$ cat src/hw/dki_pkg.sv
// package of constants and types for the drive keypad and indicator logic
package dki_pkg;

  // clock and timing
  localparam int CLK_HZ        = 25_000_000;
  localparam int DEBOUNCE_MS   = 20;
  localparam int DEBOUNCE_CYC  = (CLK_HZ / 1000) * DEBOUNCE_MS;
  localparam int FLASH_MS      = 125;
  localparam int FLASH_CYC     = (CLK_HZ / 1000) * FLASH_MS;

  // key positions in the raw key vector
  localparam int KEY_LOCREM    = 0;
  localparam int KEY_MENU      = 1;
  localparam int KEY_ESC       = 2;
  localparam int KEY_JOG       = 3;
  localparam int KEY_DIR       = 4;
  localparam int KEY_SHIFT     = 5;
  localparam int KEY_INC       = 6;
  localparam int KEY_DEC       = 7;
  localparam int KEY_ENTER     = 8;
  localparam int KEY_RUN       = 9;
  localparam int KEY_STOP      = 10;
  localparam int KEY_COUNT     = 11;

  // source settings
  localparam logic [1:0] RUN_SRC_OPERATOR = 2'h0;
  localparam logic [2:0] REF_SRC_OPERATOR = 3'h0;
  localparam logic [2:0] REF_SRC_LAST     = 3'h4;

  // panel defaults
  localparam int   DIGITS_DEF   = 5;
  localparam int   ITEM_LAST_DEF = 39;
  localparam logic LOCAL_RST    = 1'b1;

  // operating modes of the panel
  typedef enum logic [4:0] {
    MODE_DRIVE    = 5'h01,
    MODE_QUICK    = 5'h02,
    MODE_ADV      = 5'h04,
    MODE_VERIFY   = 5'h08,
    MODE_AUTOTUNE = 5'h10
  } dki_mode_type;

  // displays of the panel
  typedef enum logic [2:0] {
    DISP_MODESEL = 3'h1,
    DISP_MONITOR = 3'h2,
    DISP_SETTING = 3'h4
  } dki_disp_type;

endpackage

$ cat src/hw/dki_if.sv
// interfaces carrying key events and blink timing between the panel modules
`timescale 1ns/100ps
interface dki_key_if #(parameter int N = 11);
  logic [N-1:0] press;
  modport src (output press);
  modport dst (input press);
endinterface

interface dki_blink_if;
  logic tick;
  logic blink;
  logic flash;
  modport src (output tick, output blink, output flash);
  modport dst (input tick, input blink, input flash);
endinterface

$ cat src/hw/dki_debounce.sv
// key debouncer turning each stable key press into a one-cycle event
`timescale 1ns/100ps
module dki_debounce #(
  parameter int N   = 11,
  parameter int CYC = 500000
) (
  input  wire logic         clk,
  input  wire logic         rstn,
  input  wire logic         ce,
  input  wire logic [N-1:0] raw,
  dki_key_if.src            keys
);
  import dki_pkg::*;

  localparam int             CW       = $clog2(CYC + 1);
  localparam logic [CW-1:0]  CYC_LAST = CW'(CYC - 1);

  if (CYC < 2) begin : g_chk
    $error("debounce count must be at least two cycles");
  end

  logic [N-1:0]  stable;
  logic [N-1:0]  press_q;
  logic [CW-1:0] cnt [N];

  // a level must differ from the stable one for the whole window before it counts
  always_ff @(posedge clk) begin
    if (!rstn) begin
      stable  <= '0;
      press_q <= '0;
      for (int i = 0; i < N; i++) cnt[i] <= '0;
    end else if (ce) begin
      for (int i = 0; i < N; i++) begin
        press_q[i] <= 1'b0;
        if (raw[i] == stable[i]) begin
          cnt[i] <= '0;
        end else if (cnt[i] == CYC_LAST) begin
          cnt[i]     <= '0;
          stable[i]  <= raw[i];
          press_q[i] <= raw[i];
        end else begin
          cnt[i] <= cnt[i] + 1'b1;
        end
      end
    end
  end

  assign keys.press = press_q;

  AST_PRESS_ONE_CYCLE: assert property (@(posedge clk) disable iff (!rstn)
    (ce && |press_q) |=> (!ce || ((press_q & $past(press_q)) == '0)))
    else $error("key event lasted more than one cycle");
endmodule

$ cat src/hw/dki_blink.sv
// shared slow enable pulse with flash and blink levels for the lamps
`timescale 1ns/100ps
module dki_blink #(
  parameter int CYC = 3125000
) (
  input  wire logic clk,
  input  wire logic rstn,
  input  wire logic ce,
  dki_blink_if.src  bl
);
  import dki_pkg::*;

  localparam int            CW       = $clog2(CYC + 1);
  localparam logic [CW-1:0] CYC_LAST = CW'(CYC - 1);

  if (CYC < 2) begin : g_chk
    $error("blink count must be at least two cycles");
  end

  logic [CW-1:0] cnt;
  logic          tick;
  logic          flash;
  logic          blink;

  // flash toggles on every tick, blink on every second, so blink is half as fast
  always_ff @(posedge clk) begin
    if (!rstn) begin
      cnt   <= '0;
      tick  <= 1'b0;
      flash <= 1'b0;
      blink <= 1'b0;
    end else if (ce) begin
      tick <= (cnt == CYC_LAST);
      cnt  <= (cnt == CYC_LAST) ? '0 : cnt + 1'b1;
      if (tick) begin
        flash <= ~flash;
        if (flash) blink <= ~blink;
      end
    end
  end

  assign bl.tick  = tick;
  assign bl.flash = flash;
  assign bl.blink = blink;

  AST_TICK_SINGLE: assert property (@(posedge clk) disable iff (!rstn)
    (ce && tick) |=> (!ce || !tick))
    else $error("slow enable pulse lasted more than one cycle");
endmodule

$ cat src/hw/dki_panel.sv
// front-panel key decoding and status lamp logic of the motor drive
//
// Behaviour
// - local/remote key toggles panel/terminal control when remote switch enable allows.
// - menu key opens mode selection and then steps between operating modes.
// - escape restores display, mode and item held before the last enter.
// - jog key requests jog only under local panel control.
// - direction key toggles forward/reverse only under local panel control.
// - shift moves edit digit; with a fault active it issues fault reset.
// - increment steps mode or item forward, or raises the edited value.
// - decrement steps mode or item back, or lowers the edited value.
// - enter accepts item or value and moves to the next display.
// - run key starts the drive only under local panel control.
// - stop key stops; under terminal control only if stop key enabled.
// - forward and reverse lamps follow the forward and reverse run commands.
// - alarm lamp steady on fault, flashing on alarm only.
// - sequence lamp off in local; in remote on unless run source is 0.
// - reference lamp off in local; in remote on for reference source 1 to 4.
// - run lamp on running, blinking decelerating, off stopped.
// - stop lamp on stopped/decelerating, blinking below minimum or remote stop, else off.
// - parameter copy granted only for same software version, model, control method.
// - run accepted only on drive-mode monitor display, shown after power-up.
`timescale 1ns/100ps
module dki_panel #(
  parameter int DEBOUNCE_CYC = dki_pkg::DEBOUNCE_CYC,
  parameter int FLASH_CYC    = dki_pkg::FLASH_CYC,
  parameter int DIGITS       = dki_pkg::DIGITS_DEF,
  parameter int ITEM_LAST    = dki_pkg::ITEM_LAST_DEF,
  parameter int FREQ_W       = 16,
  parameter int ID_W         = 16
) (
  input  wire logic                            clk,
  input  wire logic                            rstn,
  input  wire logic                            ce,
  input  wire logic [dki_pkg::KEY_COUNT-1:0]   key_raw,
  input  wire logic                            remote_switch_key_enable,
  input  wire logic                            stop_key_enable,
  input  wire logic [1:0]                      run_command_source,
  input  wire logic [2:0]                      frequency_reference_source,
  input  wire logic [FREQ_W-1:0]               freq_ref,
  input  wire logic [FREQ_W-1:0]               minimum_output_frequency,
  input  wire logic                            drive_running,
  input  wire logic                            drive_decel,
  input  wire logic                            fwd_cmd,
  input  wire logic                            rev_cmd,
  input  wire logic                            fault_active,
  input  wire logic                            alarm_active,
  input  wire logic                            copy_request,
  input  wire logic [ID_W-1:0]                 own_sw_version,
  input  wire logic [ID_W-1:0]                 peer_sw_version,
  input  wire logic [ID_W-1:0]                 own_model,
  input  wire logic [ID_W-1:0]                 peer_model,
  input  wire logic [ID_W-1:0]                 own_control_method,
  input  wire logic [ID_W-1:0]                 peer_control_method,
  output logic                                 local_mode,
  output dki_pkg::dki_mode_type                panel_mode,
  output dki_pkg::dki_disp_type                display,
  output logic [$clog2(ITEM_LAST+1)-1:0]       item_sel,
  output logic [$clog2(DIGITS)-1:0]            edit_digit,
  output logic                                 value_up,
  output logic                                 value_down,
  output logic                                 accept_pulse,
  output logic                                 jog_request,
  output logic                                 dir_reverse,
  output logic                                 fault_reset,
  output logic                                 run_request,
  output logic                                 stop_request,
  output logic                                 forward_lamp,
  output logic                                 reverse_lamp,
  output logic                                 sequence_source_lamp,
  output logic                                 reference_source_lamp,
  output logic                                 alarm_lamp,
  output logic                                 run_lamp,
  output logic                                 stop_lamp,
  output logic                                 copy_grant,
  output logic                                 copy_refuse
);
  import dki_pkg::*;

  localparam int                IW         = $clog2(ITEM_LAST + 1);
  localparam int                DW         = $clog2(DIGITS);
  localparam logic [IW-1:0]     ITEM_MAX   = IW'(ITEM_LAST);
  localparam logic [DW-1:0]     DIGIT_MAX  = DW'(DIGITS - 1);

  if (DIGITS < 2 || ITEM_LAST < 1 || FREQ_W < 1 || ID_W < 1) begin : g_chk
    $error("panel parameters out of range");
  end

  // one-hot mode rotation; autotuning is skipped while it may not be shown
  function automatic dki_mode_type mode_step(dki_mode_type m, logic up, logic hide);
    logic [4:0] r;
    r = up ? {m[3:0], m[4]} : {m[0], m[4:1]};
    if (hide && r == MODE_AUTOTUNE) r = up ? {r[3:0], r[4]} : {r[0], r[4:1]};
    return dki_mode_type'(r);
  endfunction

  // item numbers wrap from last to first and back
  function automatic logic [IW-1:0] item_step(logic [IW-1:0] i, logic up);
    logic [IW-1:0] r;
    r = '0;
    if (up) r = (i == ITEM_MAX) ? '0 : i + 1'b1;
    else    r = (i == '0) ? ITEM_MAX : i - 1'b1;
    return r;
  endfunction

  dki_key_if #(.N(KEY_COUNT)) keys ();
  dki_blink_if                bl ();

  dki_debounce #(.N(KEY_COUNT), .CYC(DEBOUNCE_CYC)) u_debounce (
    .clk  (clk),
    .rstn (rstn),
    .ce   (ce),
    .raw  (key_raw),
    .keys (keys)
  );

  dki_blink #(.CYC(FLASH_CYC)) u_blink (
    .clk  (clk),
    .rstn (rstn),
    .ce   (ce),
    .bl   (bl)
  );

  // key decode; display keys have a fixed priority menu > escape > enter > arrows
  wire logic [KEY_COUNT-1:0] p            = keys.press;
  wire logic                 menu_act     = p[KEY_MENU];
  wire logic                 esc_act      = p[KEY_ESC] && !menu_act;
  wire logic                 enter_act    = p[KEY_ENTER] && !menu_act && !esc_act;
  wire logic                 arrow_act    = (p[KEY_INC] ^ p[KEY_DEC]) && !menu_act && !esc_act
                                            && !enter_act;
  wire logic                 arrow_up     = p[KEY_INC];
  wire logic                 hide_tune    = drive_running || fault_active;
  wire logic                 drive_mon    = (display == DISP_MONITOR) && (panel_mode == MODE_DRIVE);
  wire logic                 run_ok       = p[KEY_RUN] && local_mode && drive_mon;
  wire logic                 stop_ok      = p[KEY_STOP] && (local_mode || stop_key_enable);
  wire logic                 locrem_ok    = p[KEY_LOCREM] && remote_switch_key_enable;
  wire logic                 shift_fault  = p[KEY_SHIFT] && fault_active;
  wire logic                 shift_digit  = p[KEY_SHIFT] && !fault_active && display == DISP_SETTING;
  wire logic                 ref_below    = freq_ref < minimum_output_frequency;
  wire logic                 ref_remote   = (frequency_reference_source != REF_SRC_OPERATOR)
                                            && (frequency_reference_source <= REF_SRC_LAST);
  wire logic                 copy_match   = (own_sw_version == peer_sw_version)
                                            && (own_model == peer_model)
                                            && (own_control_method == peer_control_method);

  dki_disp_type  next_display;
  dki_mode_type  next_mode;
  logic [IW-1:0] next_item;
  logic [DW-1:0] next_digit;
  dki_disp_type  snap_display;
  dki_mode_type  snap_mode;
  logic [IW-1:0] snap_item;
  logic          remote_stop_seen;

  // display walk: mode selection -> monitor -> setting -> monitor
  always_comb begin
    next_display = display;
    next_mode    = panel_mode;
    next_item    = item_sel;
    next_digit   = edit_digit;
    if (menu_act) begin
      if (display == DISP_MODESEL) next_mode = mode_step(panel_mode, 1'b1, hide_tune);
      next_display = DISP_MODESEL;
    end else if (esc_act) begin
      next_display = snap_display;
      next_mode    = snap_mode;
      next_item    = snap_item;
    end else if (enter_act) begin
      unique case (display)
        DISP_MODESEL: next_display = DISP_MONITOR;
        DISP_MONITOR: begin
          next_display = DISP_SETTING;
          next_digit   = '0;
        end
        DISP_SETTING: next_display = DISP_MONITOR;
      endcase
    end else if (arrow_act) begin
      if (display == DISP_MODESEL) next_mode = mode_step(panel_mode, arrow_up, hide_tune);
      if (display == DISP_MONITOR) next_item = item_step(item_sel, arrow_up);
    end
    if (shift_digit) next_digit = (edit_digit == DIGIT_MAX) ? '0 : edit_digit + 1'b1;
  end

  // power-up shows the drive-mode monitor display so run is possible at once
  always_ff @(posedge clk) begin
    if (!rstn) begin
      display    <= DISP_MONITOR;
      panel_mode <= MODE_DRIVE;
      item_sel   <= '0;
      edit_digit <= '0;
    end else if (ce) begin
      display    <= next_display;
      panel_mode <= next_mode;
      item_sel   <= next_item;
      edit_digit <= next_digit;
    end
  end

  // state before the latest enter, taken back by escape
  always_ff @(posedge clk) begin
    if (!rstn) begin
      snap_display <= DISP_MONITOR;
      snap_mode    <= MODE_DRIVE;
      snap_item    <= '0;
    end else if (ce && enter_act) begin
      snap_display <= display;
      snap_mode    <= panel_mode;
      snap_item    <= item_sel;
    end
  end

  // control actions; pulses last one enabled cycle
  always_ff @(posedge clk) begin
    if (!rstn) begin
      local_mode   <= LOCAL_RST;
      dir_reverse  <= 1'b0;
      jog_request  <= 1'b0;
      fault_reset  <= 1'b0;
      run_request  <= 1'b0;
      stop_request <= 1'b0;
      value_up     <= 1'b0;
      value_down   <= 1'b0;
      accept_pulse <= 1'b0;
    end else if (ce) begin
      local_mode   <= local_mode ^ locrem_ok;
      dir_reverse  <= dir_reverse ^ (p[KEY_DIR] && local_mode);
      jog_request  <= p[KEY_JOG] && local_mode;
      fault_reset  <= shift_fault;
      run_request  <= run_ok;
      stop_request <= stop_ok;
      value_up     <= arrow_act && arrow_up && display == DISP_SETTING;
      value_down   <= arrow_act && !arrow_up && display == DISP_SETTING;
      accept_pulse <= enter_act;
    end
  end

  // remote stop marker: a stop pressed in the cycle the drive stops is not recorded
  always_ff @(posedge clk) begin
    if (!rstn) begin
      remote_stop_seen <= 1'b0;
    end else if (ce) begin
      remote_stop_seen <= (stop_ok && !local_mode && drive_running)
                          || (remote_stop_seen && drive_running);
    end
  end

  // lamps; deceleration takes precedence over the run condition
  always_ff @(posedge clk) begin
    if (!rstn) begin
      forward_lamp          <= 1'b0;
      reverse_lamp          <= 1'b0;
      sequence_source_lamp  <= 1'b0;
      reference_source_lamp <= 1'b0;
      alarm_lamp            <= 1'b0;
      run_lamp              <= 1'b0;
      stop_lamp             <= 1'b0;
    end else if (ce) begin
      forward_lamp          <= fwd_cmd;
      reverse_lamp          <= rev_cmd;
      sequence_source_lamp  <= !local_mode && (run_command_source != RUN_SRC_OPERATOR);
      reference_source_lamp <= !local_mode && ref_remote;
      alarm_lamp            <= fault_active || (alarm_active && bl.flash);
      run_lamp              <= drive_decel ? bl.blink : drive_running;
      stop_lamp             <= (drive_decel || !drive_running) ? 1'b1 :
                               ((ref_below || remote_stop_seen) && bl.blink);
    end
  end

  // copy is only safe between drives of the same build
  always_ff @(posedge clk) begin
    if (!rstn) begin
      copy_grant  <= 1'b0;
      copy_refuse <= 1'b0;
    end else if (ce) begin
      copy_grant  <= copy_request && copy_match;
      copy_refuse <= copy_request && !copy_match;
    end
  end

  AST_LOCREM_LOCKED: assert property (@(posedge clk) disable iff (!rstn)
    (ce && p[KEY_LOCREM] && !remote_switch_key_enable) |=> $stable(local_mode))
    else $error("local/remote changed while key disabled");

  AST_LOCREM_TOGGLE: assert property (@(posedge clk) disable iff (!rstn)
    (ce && p[KEY_LOCREM] && remote_switch_key_enable) |=> (local_mode != $past(local_mode)))
    else $error("local/remote did not toggle");

  AST_MENU_OPENS: assert property (@(posedge clk) disable iff (!rstn)
    (ce && p[KEY_MENU]) |=> (display == DISP_MODESEL))
    else $error("menu key did not open mode selection");

  AST_ESC_RESTORE: assert property (@(posedge clk) disable iff (!rstn)
    (ce && p == (KEY_COUNT'(1) << KEY_ENTER)) ##1 (ce && p == (KEY_COUNT'(1) << KEY_ESC))
    |=> (display == $past(display, 2)) && (item_sel == $past(item_sel, 2)))
    else $error("escape did not restore state before enter");

  AST_JOG_LOCAL: assert property (@(posedge clk) disable iff (!rstn)
    (ce && !local_mode) |=> !jog_request)
    else $error("jog requested under terminal control");

  AST_FAULT_RESET: assert property (@(posedge clk) disable iff (!rstn)
    (ce && p[KEY_SHIFT] && fault_active) |=> (fault_reset && $stable(edit_digit)))
    else $error("shift during fault did not reset fault");

  AST_RUN_TERMINAL: assert property (@(posedge clk) disable iff (!rstn)
    (ce && p[KEY_RUN] && !local_mode) |=> !run_request)
    else $error("run accepted under terminal control");

  AST_RUN_DISPLAY: assert property (@(posedge clk) disable iff (!rstn)
    (ce && p[KEY_RUN] && local_mode && display != DISP_MONITOR) |=> !run_request)
    else $error("run accepted away from drive monitor display");

  AST_STOP_REMOTE: assert property (@(posedge clk) disable iff (!rstn)
    (ce && p[KEY_STOP]) |=> (stop_request == ($past(local_mode) || $past(stop_key_enable))))
    else $error("stop key handling wrong");

  AST_SEQ_LAMP: assert property (@(posedge clk) disable iff (!rstn)
    ce |=> (sequence_source_lamp == ($past(!local_mode) && $past(run_command_source) != 2'h0)))
    else $error("sequence source lamp wrong");

  AST_REF_LAMP: assert property (@(posedge clk) disable iff (!rstn)
    (ce && local_mode) |=> !reference_source_lamp)
    else $error("reference source lamp lit in local mode");

  AST_ALARM_FAULT: assert property (@(posedge clk) disable iff (!rstn)
    (ce && fault_active) |=> alarm_lamp)
    else $error("alarm lamp not steady on fault");

  AST_STOP_LAMP: assert property (@(posedge clk) disable iff (!rstn)
    (ce && drive_running && !drive_decel && !ref_below && !remote_stop_seen) |=> !stop_lamp)
    else $error("stop lamp lit while running normally");

  AST_COPY_CHECK: assert property (@(posedge clk) disable iff (!rstn)
    (ce && copy_request && !copy_match) |=> (copy_refuse && !copy_grant))
    else $error("copy granted between mismatched drives");

  COV_RUN: cover property (@(posedge clk) disable iff (!rstn) run_request);
  COV_FAULT_RESET: cover property (@(posedge clk) disable iff (!rstn) fault_reset);
  COV_REMOTE_STOP_BLINK: cover property (@(posedge clk) disable iff (!rstn)
    remote_stop_seen && drive_running);
  COV_COPY_GRANT: cover property (@(posedge clk) disable iff (!rstn) copy_grant);
endmodule

$ cat config.mk
export PLATFORM = sky130hd
export DESIGN_NAME = dki_panel
export DESIGN_NICKNAME = d
export VERILOG_FILES = /design/src/hw/dki_pkg.sv /design/src/hw/dki_if.sv /design/src/hw/dki_debounce.sv /design/src/hw/dki_blink.sv /design/src/hw/dki_panel.sv
export SDC_FILE = /design/constraint.sdc
export NUM_CORES = 1
export LEC_CHECK = 0
export BUFFER_PORTS_ARGS = -buffer_cell sky130_fd_sc_hd__buf_2
export CELL_PAD_IN_SITES_DETAIL_PLACEMENT = 0
export CELL_PAD_IN_SITES_GLOBAL_PLACEMENT = 1
export CORE_AREA = 8 8 146 285
export CTS_CLUSTER_DIAMETER = 40
export CTS_CLUSTER_SIZE = 30
export DETAILED_ROUTE_END_ITERATION = 6
export DIE_AREA = 0 0 154 293
export PLACE_DENSITY_LB_ADDON = 0.1
export SETUP_SLACK_MARGIN = 0.1
export SLEW_MARGIN = 20
export SYNTH_ARGS = -nofsm -noshare
export SYNTH_HDL_FRONTEND = slang
export SYNTH_HIERARCHICAL = 1
export SYNTH_SLANG_ARGS = --single-unit
$ cat constraint.sdc
create_clock -name clk -period 6.6 [get_ports clk]
set_clock_uncertainty 0.15 [all_clocks]
set_input_delay 0.33 -clock clk [delete_from_list [all_inputs] [get_ports clk]]
set_output_delay 0.33 -clock clk [all_outputs]
set_load 0.02 [all_outputs]
Yosys cells after proc, flatten, opt, wreduce, memory -nomap -nowiden --
Memories as Yosys holds them, arrays and structs flattened. Cells that the tools add are included.
Storage, ports and cells: flip-flop bits (word level) 97, memory bits (writable) 209, input port bits 156, output and inout bits 35, logic and storage cells 466, memories kept 1
Operators by class: add/sub/neg operators 15, $lt $le $gt $ge 2, equality and inequality tests 39, muxes and demuxes 240, bitwise logic cells 50, reductions and logical operators 77
Memory list:
- u_debounce.cnt | words 11, width 19, read ports 11, clocked after Yosys merged registers in 0, wr ports 11, RTL line dki_debounce.sv:24 | logic [CW-1:0] cnt [N];
Operators with widths (number):
- $mux W19 | 33
- $add A19 B1 Y19 const B | 11
- $eq A19 B19 Y1 const B | 11
- $mux W1 | 179
- $mux W5 | 10
- $eq A16 B16 Y1 | 3
- $mux W6 | 7
- $reduce_and A3 Y1 | 12
- $logic_and A1 B1 Y1 | 35
- $or A1 B1 Y1 | 33
- $mux W3 | 9
- $add A22 B1 Y22 const B | 1
- $eq A22 B22 Y1 const B | 1
- $mux W22 | 1
- $lt A16 B16 Y1 | 1
- $reduce_and A5 Y1 | 3
- $not A1 Y1 | 14
- $reduce_bool A2 Y1 | 6
- $eq A1 B1 Y1 | 11
- $eq A5 B5 Y1 const B | 2
- $reduce_bool A3 Y1 | 3
- $logic_not A1 Y1 | 8
- $add A6 B1 Y6 const B | 1
- $eq A3 B3 Y1 const B | 2
- other kinds (16) | 26

Depth between registers and ports, before layout --
depth in word-level cells 10, gate-level depth with buffers 8, gate-level depth less buffers 7

Cells and area by module --
Netlist, hierarchy kept.
Modules (own cells, without submodules):
- dki_debounce | instances 1, cells each 1191, area each 12469.5 µm², sequential area each 6716.4 µm²
- dki_panel | instances 1, cells each 447, area each 3553.4 µm², sequential area each 1001.0 µm²
- dki_blink | instances 1, cells each 132, area each 1178.6 µm², sequential area each 500.5 µm²

Worst setup path after synthesis --
No wires, ideal clock.
path kind input-to-reg, start point in ce, end point mem u_debounce/cnt[0][0] in the netlist's numbering, enable pin, setup time 0.560 ns, data arrival time 4.931 ns, required time 5.890 ns, slack 0.960 ns, cell stages on the path 4, path buffers 2, cells stage by stage clkbuf_1 > nor2_1 > clkbuf_1 > inv_1
RTL lines:
- from (decl) | RTL line dki_panel.sv:34 | input wire logic ce,
- to (decl) | RTL line dki_debounce.sv:24

==> flow_metrics.tcl <==
set metrics [dict create \
    max_freq_mhz 359 \
    startpoint "u_debounce/cnt[8][11]$_SDFFCE_PN0P_" \
    ant_nets 0 \
    r2r-start "u_debounce/cnt[8][11]$_SDFFCE_PN0P_" \
    grt_pass1_wl_um 72500 \
    place_inst 2374 \
    final.fill_count 3534 \
    p_total_mw 4.51 \
    final-seq-area_um2 8220 \
    clock_latency_ns 0.53 \
    dr.pass1.iters 5 \
    rsz0062_at_grt "false" \
    combPwrFrac 0.066 \
    clk_path_buf_depth 3 \
    synth-seq-area-share 0.478 \
    post_drt_wl_per_cell_um 18.2 \
    hpwl_um 32400 \
    slowest_stage "or4b_2" \
    die_area_um2 45100 \
    cts_htree_levels 2 \
    fin_crit_ns 2.79 \
    num_vias 14200 \
    initial_utilization 0.455 \
    switching_share 0.249 \
    clk_transition_reported_paths_ns 0.07 \
    ys_ff_latch 306 \
    final_cell_area_um2 20000 \
    die_w_um 154 \
    io_buffers 190 \
    die_y_um 293 \
    worstHoldStart "run_command_source[0]" \
    cts_root_buffer "clkbuf_16" \
    finalSetupViolCount 0 \
    report.final.slew_viol_count 0 \
    gp_congestion 0.873 \
    grt.overflow.total 0 \
    numCtsBuffers 36 \
    cts_tree "yes" \
    max-vdd-ir-drop_v 0.000222 \
    tightest_slew_ns 0.953 \
    multi_input_comb_area_um2 8480 \
    cap_violations 0 \
    hp-class "input port to flip-flop" \
    p_sw_mw 1.12 \
    cts_resized 0 \
    avgSynthCellArea_um2 9.72 \
    antenna_found_initial 1 \
    grt_usage 0.194 \
    ys.flop_type "edfxtp_1" \
    cp_slowest_stage_delay_ns 0.69 \
    core_area_um2 37800 \
    post_dp_cell_area_um2 18600 \
    post-route-period-util 0.422 \
    arrival_ns 2.88 \
    layout.cells.non_filler 2460 \
    synthArstFlopShare 0 \
    p_per_area_nw_per_um2 226 \
    ys_warn_count 6 \
    drt_first_iter_violations 661 \
    fin_tns_setup_ns 0 \
    rows 101 \
    synth_edf_count 209 \
    cp-start-kind "flip-flop" \
    synth_cell_types 80 \
    synth_nets 1959 \
    vias_per_cell 5.76 \
    wl_um 44900 \
    syn2layout_area_growth_pct 16.2 \
    pwr-share-clk 0.443 \
    seq_power_share 0.491 \
    crit_fanout 19 \
    pin_count 191 \
    p_leak_nw 6.89 \
    grt_pass1_vias 14100 \
    crit_chain "or4b_2 -> nor3_1 -> a211o_1 -> nor2_1" \
    utilization 0.529 \
    drc_errors 0 \
    intPower_mw 3.39 \
    nets 2159 \
    relSlewSlack 0.365 \
    hold_viol_final 0 \
    drive_above_1_share 0.150 \
    grt_max_degree 87 \
    worst_setup_path_end_kind "flip-flop" \
    cts_sinks 306 \
    crit_type "flip-flop to flip-flop" \
    syn_area_um2 17200 \
    syn_inst 1770 \
    cp_data_required_time_ns 6.69 \
    outcome "complete, no violations" \
]
==> per-layer routing <==
metal,wire length [µm],vias to the layer above,GRT usage,share of wire
met1,17100,6807,0.202,0.38
met5,0,-,0,0
li1,-,6962,-,-
met4,1490,0,0.0754,0.033
met2,24100,306,0.376,0.54
met3,2220,90,0.0346,0.050
==> cell usage after synthesis (5+ instances only) <==
cell,instances,area share
o211ai_1,8,0.0035
nor2_1,197,0.043
nand2_1,141,0.031
nand2b_1,9,0.0033
ha_1,33,0.024
dfxtp_1,97,0.11
nand4_1,78,0.028
nand3_1,92,0.027
nor4_1,23,0.0084
nor2b_1,14,0.0051
a21oi_1,101,0.029
and4_1,24,0.012
or4b_1,10,0.0058
o311a_1,5,0.0029
a21boi_0,16,0.0070
inv_1,68,0.015
a32o_1,10,0.0058
clkbuf_1,46,0.010
nor3_1,36,0.010
buf_4,5,0.0022
edfxtp_1,209,0.36
nor3b_1,6,0.0026
a41o_1,6,0.0035
o21ai_0,58,0.017
or3_1,45,0.016
xor2_1,77,0.039
o22ai_1,5,0.0018
and2_1,20,0.0073
nor4b_1,9,0.0046
or2_2,6,0.0022
buf_2,10,0.0029
o31ai_1,34,0.015
o21ai_1,7,0.0020
and3_1,15,0.0055
mux2i_1,6,0.0035
xnor2_1,127,0.065
or4_1,39,0.017
==> state kept, by name, summed over array words and instances, names as in the netlist, 3 cells and up <==
name and flops:
display 3, edit_digit 3, item_sel 6, panel_mode 5, snap_display 3, snap_item 6, snap_mode 5, u_blink/cnt 22
u_debounce/cnt 209, u_debounce/keys.press 11, u_debounce/stable 11
==> cells in the final DEF (no fill, tap or decap), types with 36 or more instances in the layout <==
master,count
dfxtp_1,97
nand2_1,141
xor2_1,77
nand3_1,92
o21ai_0,58
nand4_1,78
buf_2,190
edfxtp_1,209
nor2_1,197
a21oi_1,101
inv_1,67
clkbuf_16,37
nor3_1,36
or4_1,39
xnor2_1,127
or3_1,45
==> worst paths after layout <==
| check | to | slack [ns] | cells past startpoint |
|---|---|---|---|
| setup / recovery | u_debounce/cnt[8][13]$_SDFFCE_PN0P_ | 3.81 | 4 |
| hold / removal | sequence_source_lamp$_SDFFE_PN0P_ | 0.08 | 5 |
| hold reg to reg | snap_display[2]$_SDFFE_PN0P_ | 0.31 | 2 |
| setup reg to reg | u_debounce/cnt[8][13]$_SDFFCE_PN0P_ | 3.81 | 4 |
==> per-stage QoR <==
stage	setup WS (ns)	hold slack [ns]
2_1_floorplan	0.960	0.287
3_3_place_gp	3.47	0.295
3_5_place_dp	3.46	0.303
4_1_cts	3.77	0.0635
5_1_grt	3.62	0.0996
6_report	3.81	0.0783
==> power by group through the flow <==
stage | clock network [mW] | registers [mW] | logic, mW
global placement | 0 | 2.25 | 0.284
global route | 2.12 | 2.23 | 0.335
detailed placement | 0 | 2.26 | 0.289
floorplan | 0 | 2.24 | 0.184
finish | 2.00 | 2.22 | 0.298
CTS | 2.06 | 2.22 | 0.302
==> cells by family (layout without fill, tap and decap cells) <==
group	after synthesis	in the layout	synth area share
xor+xnor	204	204	0.104
simple gates	795	795	0.250
buf+inv	130	356	0.0302
other cells	0	1	0
flops	306	306	0.478
fa+ha+maj	33	33	0.0240
mux	6	6	0.00349
compound gates	296	296	0.111
==> critical path: cells and delay by family (launching register included) <==
kind	cells	cell delay, ns
AO/OA/AOI/OAI	1	0.63
AND/OR/NAND/NOR	3	1.28
flip-flops	1	0.45
==> layout make-up <==
type                       count  share of cell area
multi-input combinational   1334               0.424
sequential                   306               0.411
timing repair buffer         224              0.0630
clock buffer                  41              0.0486
tap                          463              0.0290
inverter                      68              0.0131
clock inverter                23              0.0107
antenna                        1            0.000125
==> timing repair <==
action | CTS | global route
hold buffers | 21 | 0
hold endpoints to repair | 28 | 0
buffers inserted | 0 | 0
(Power assumes the default switching activity.)
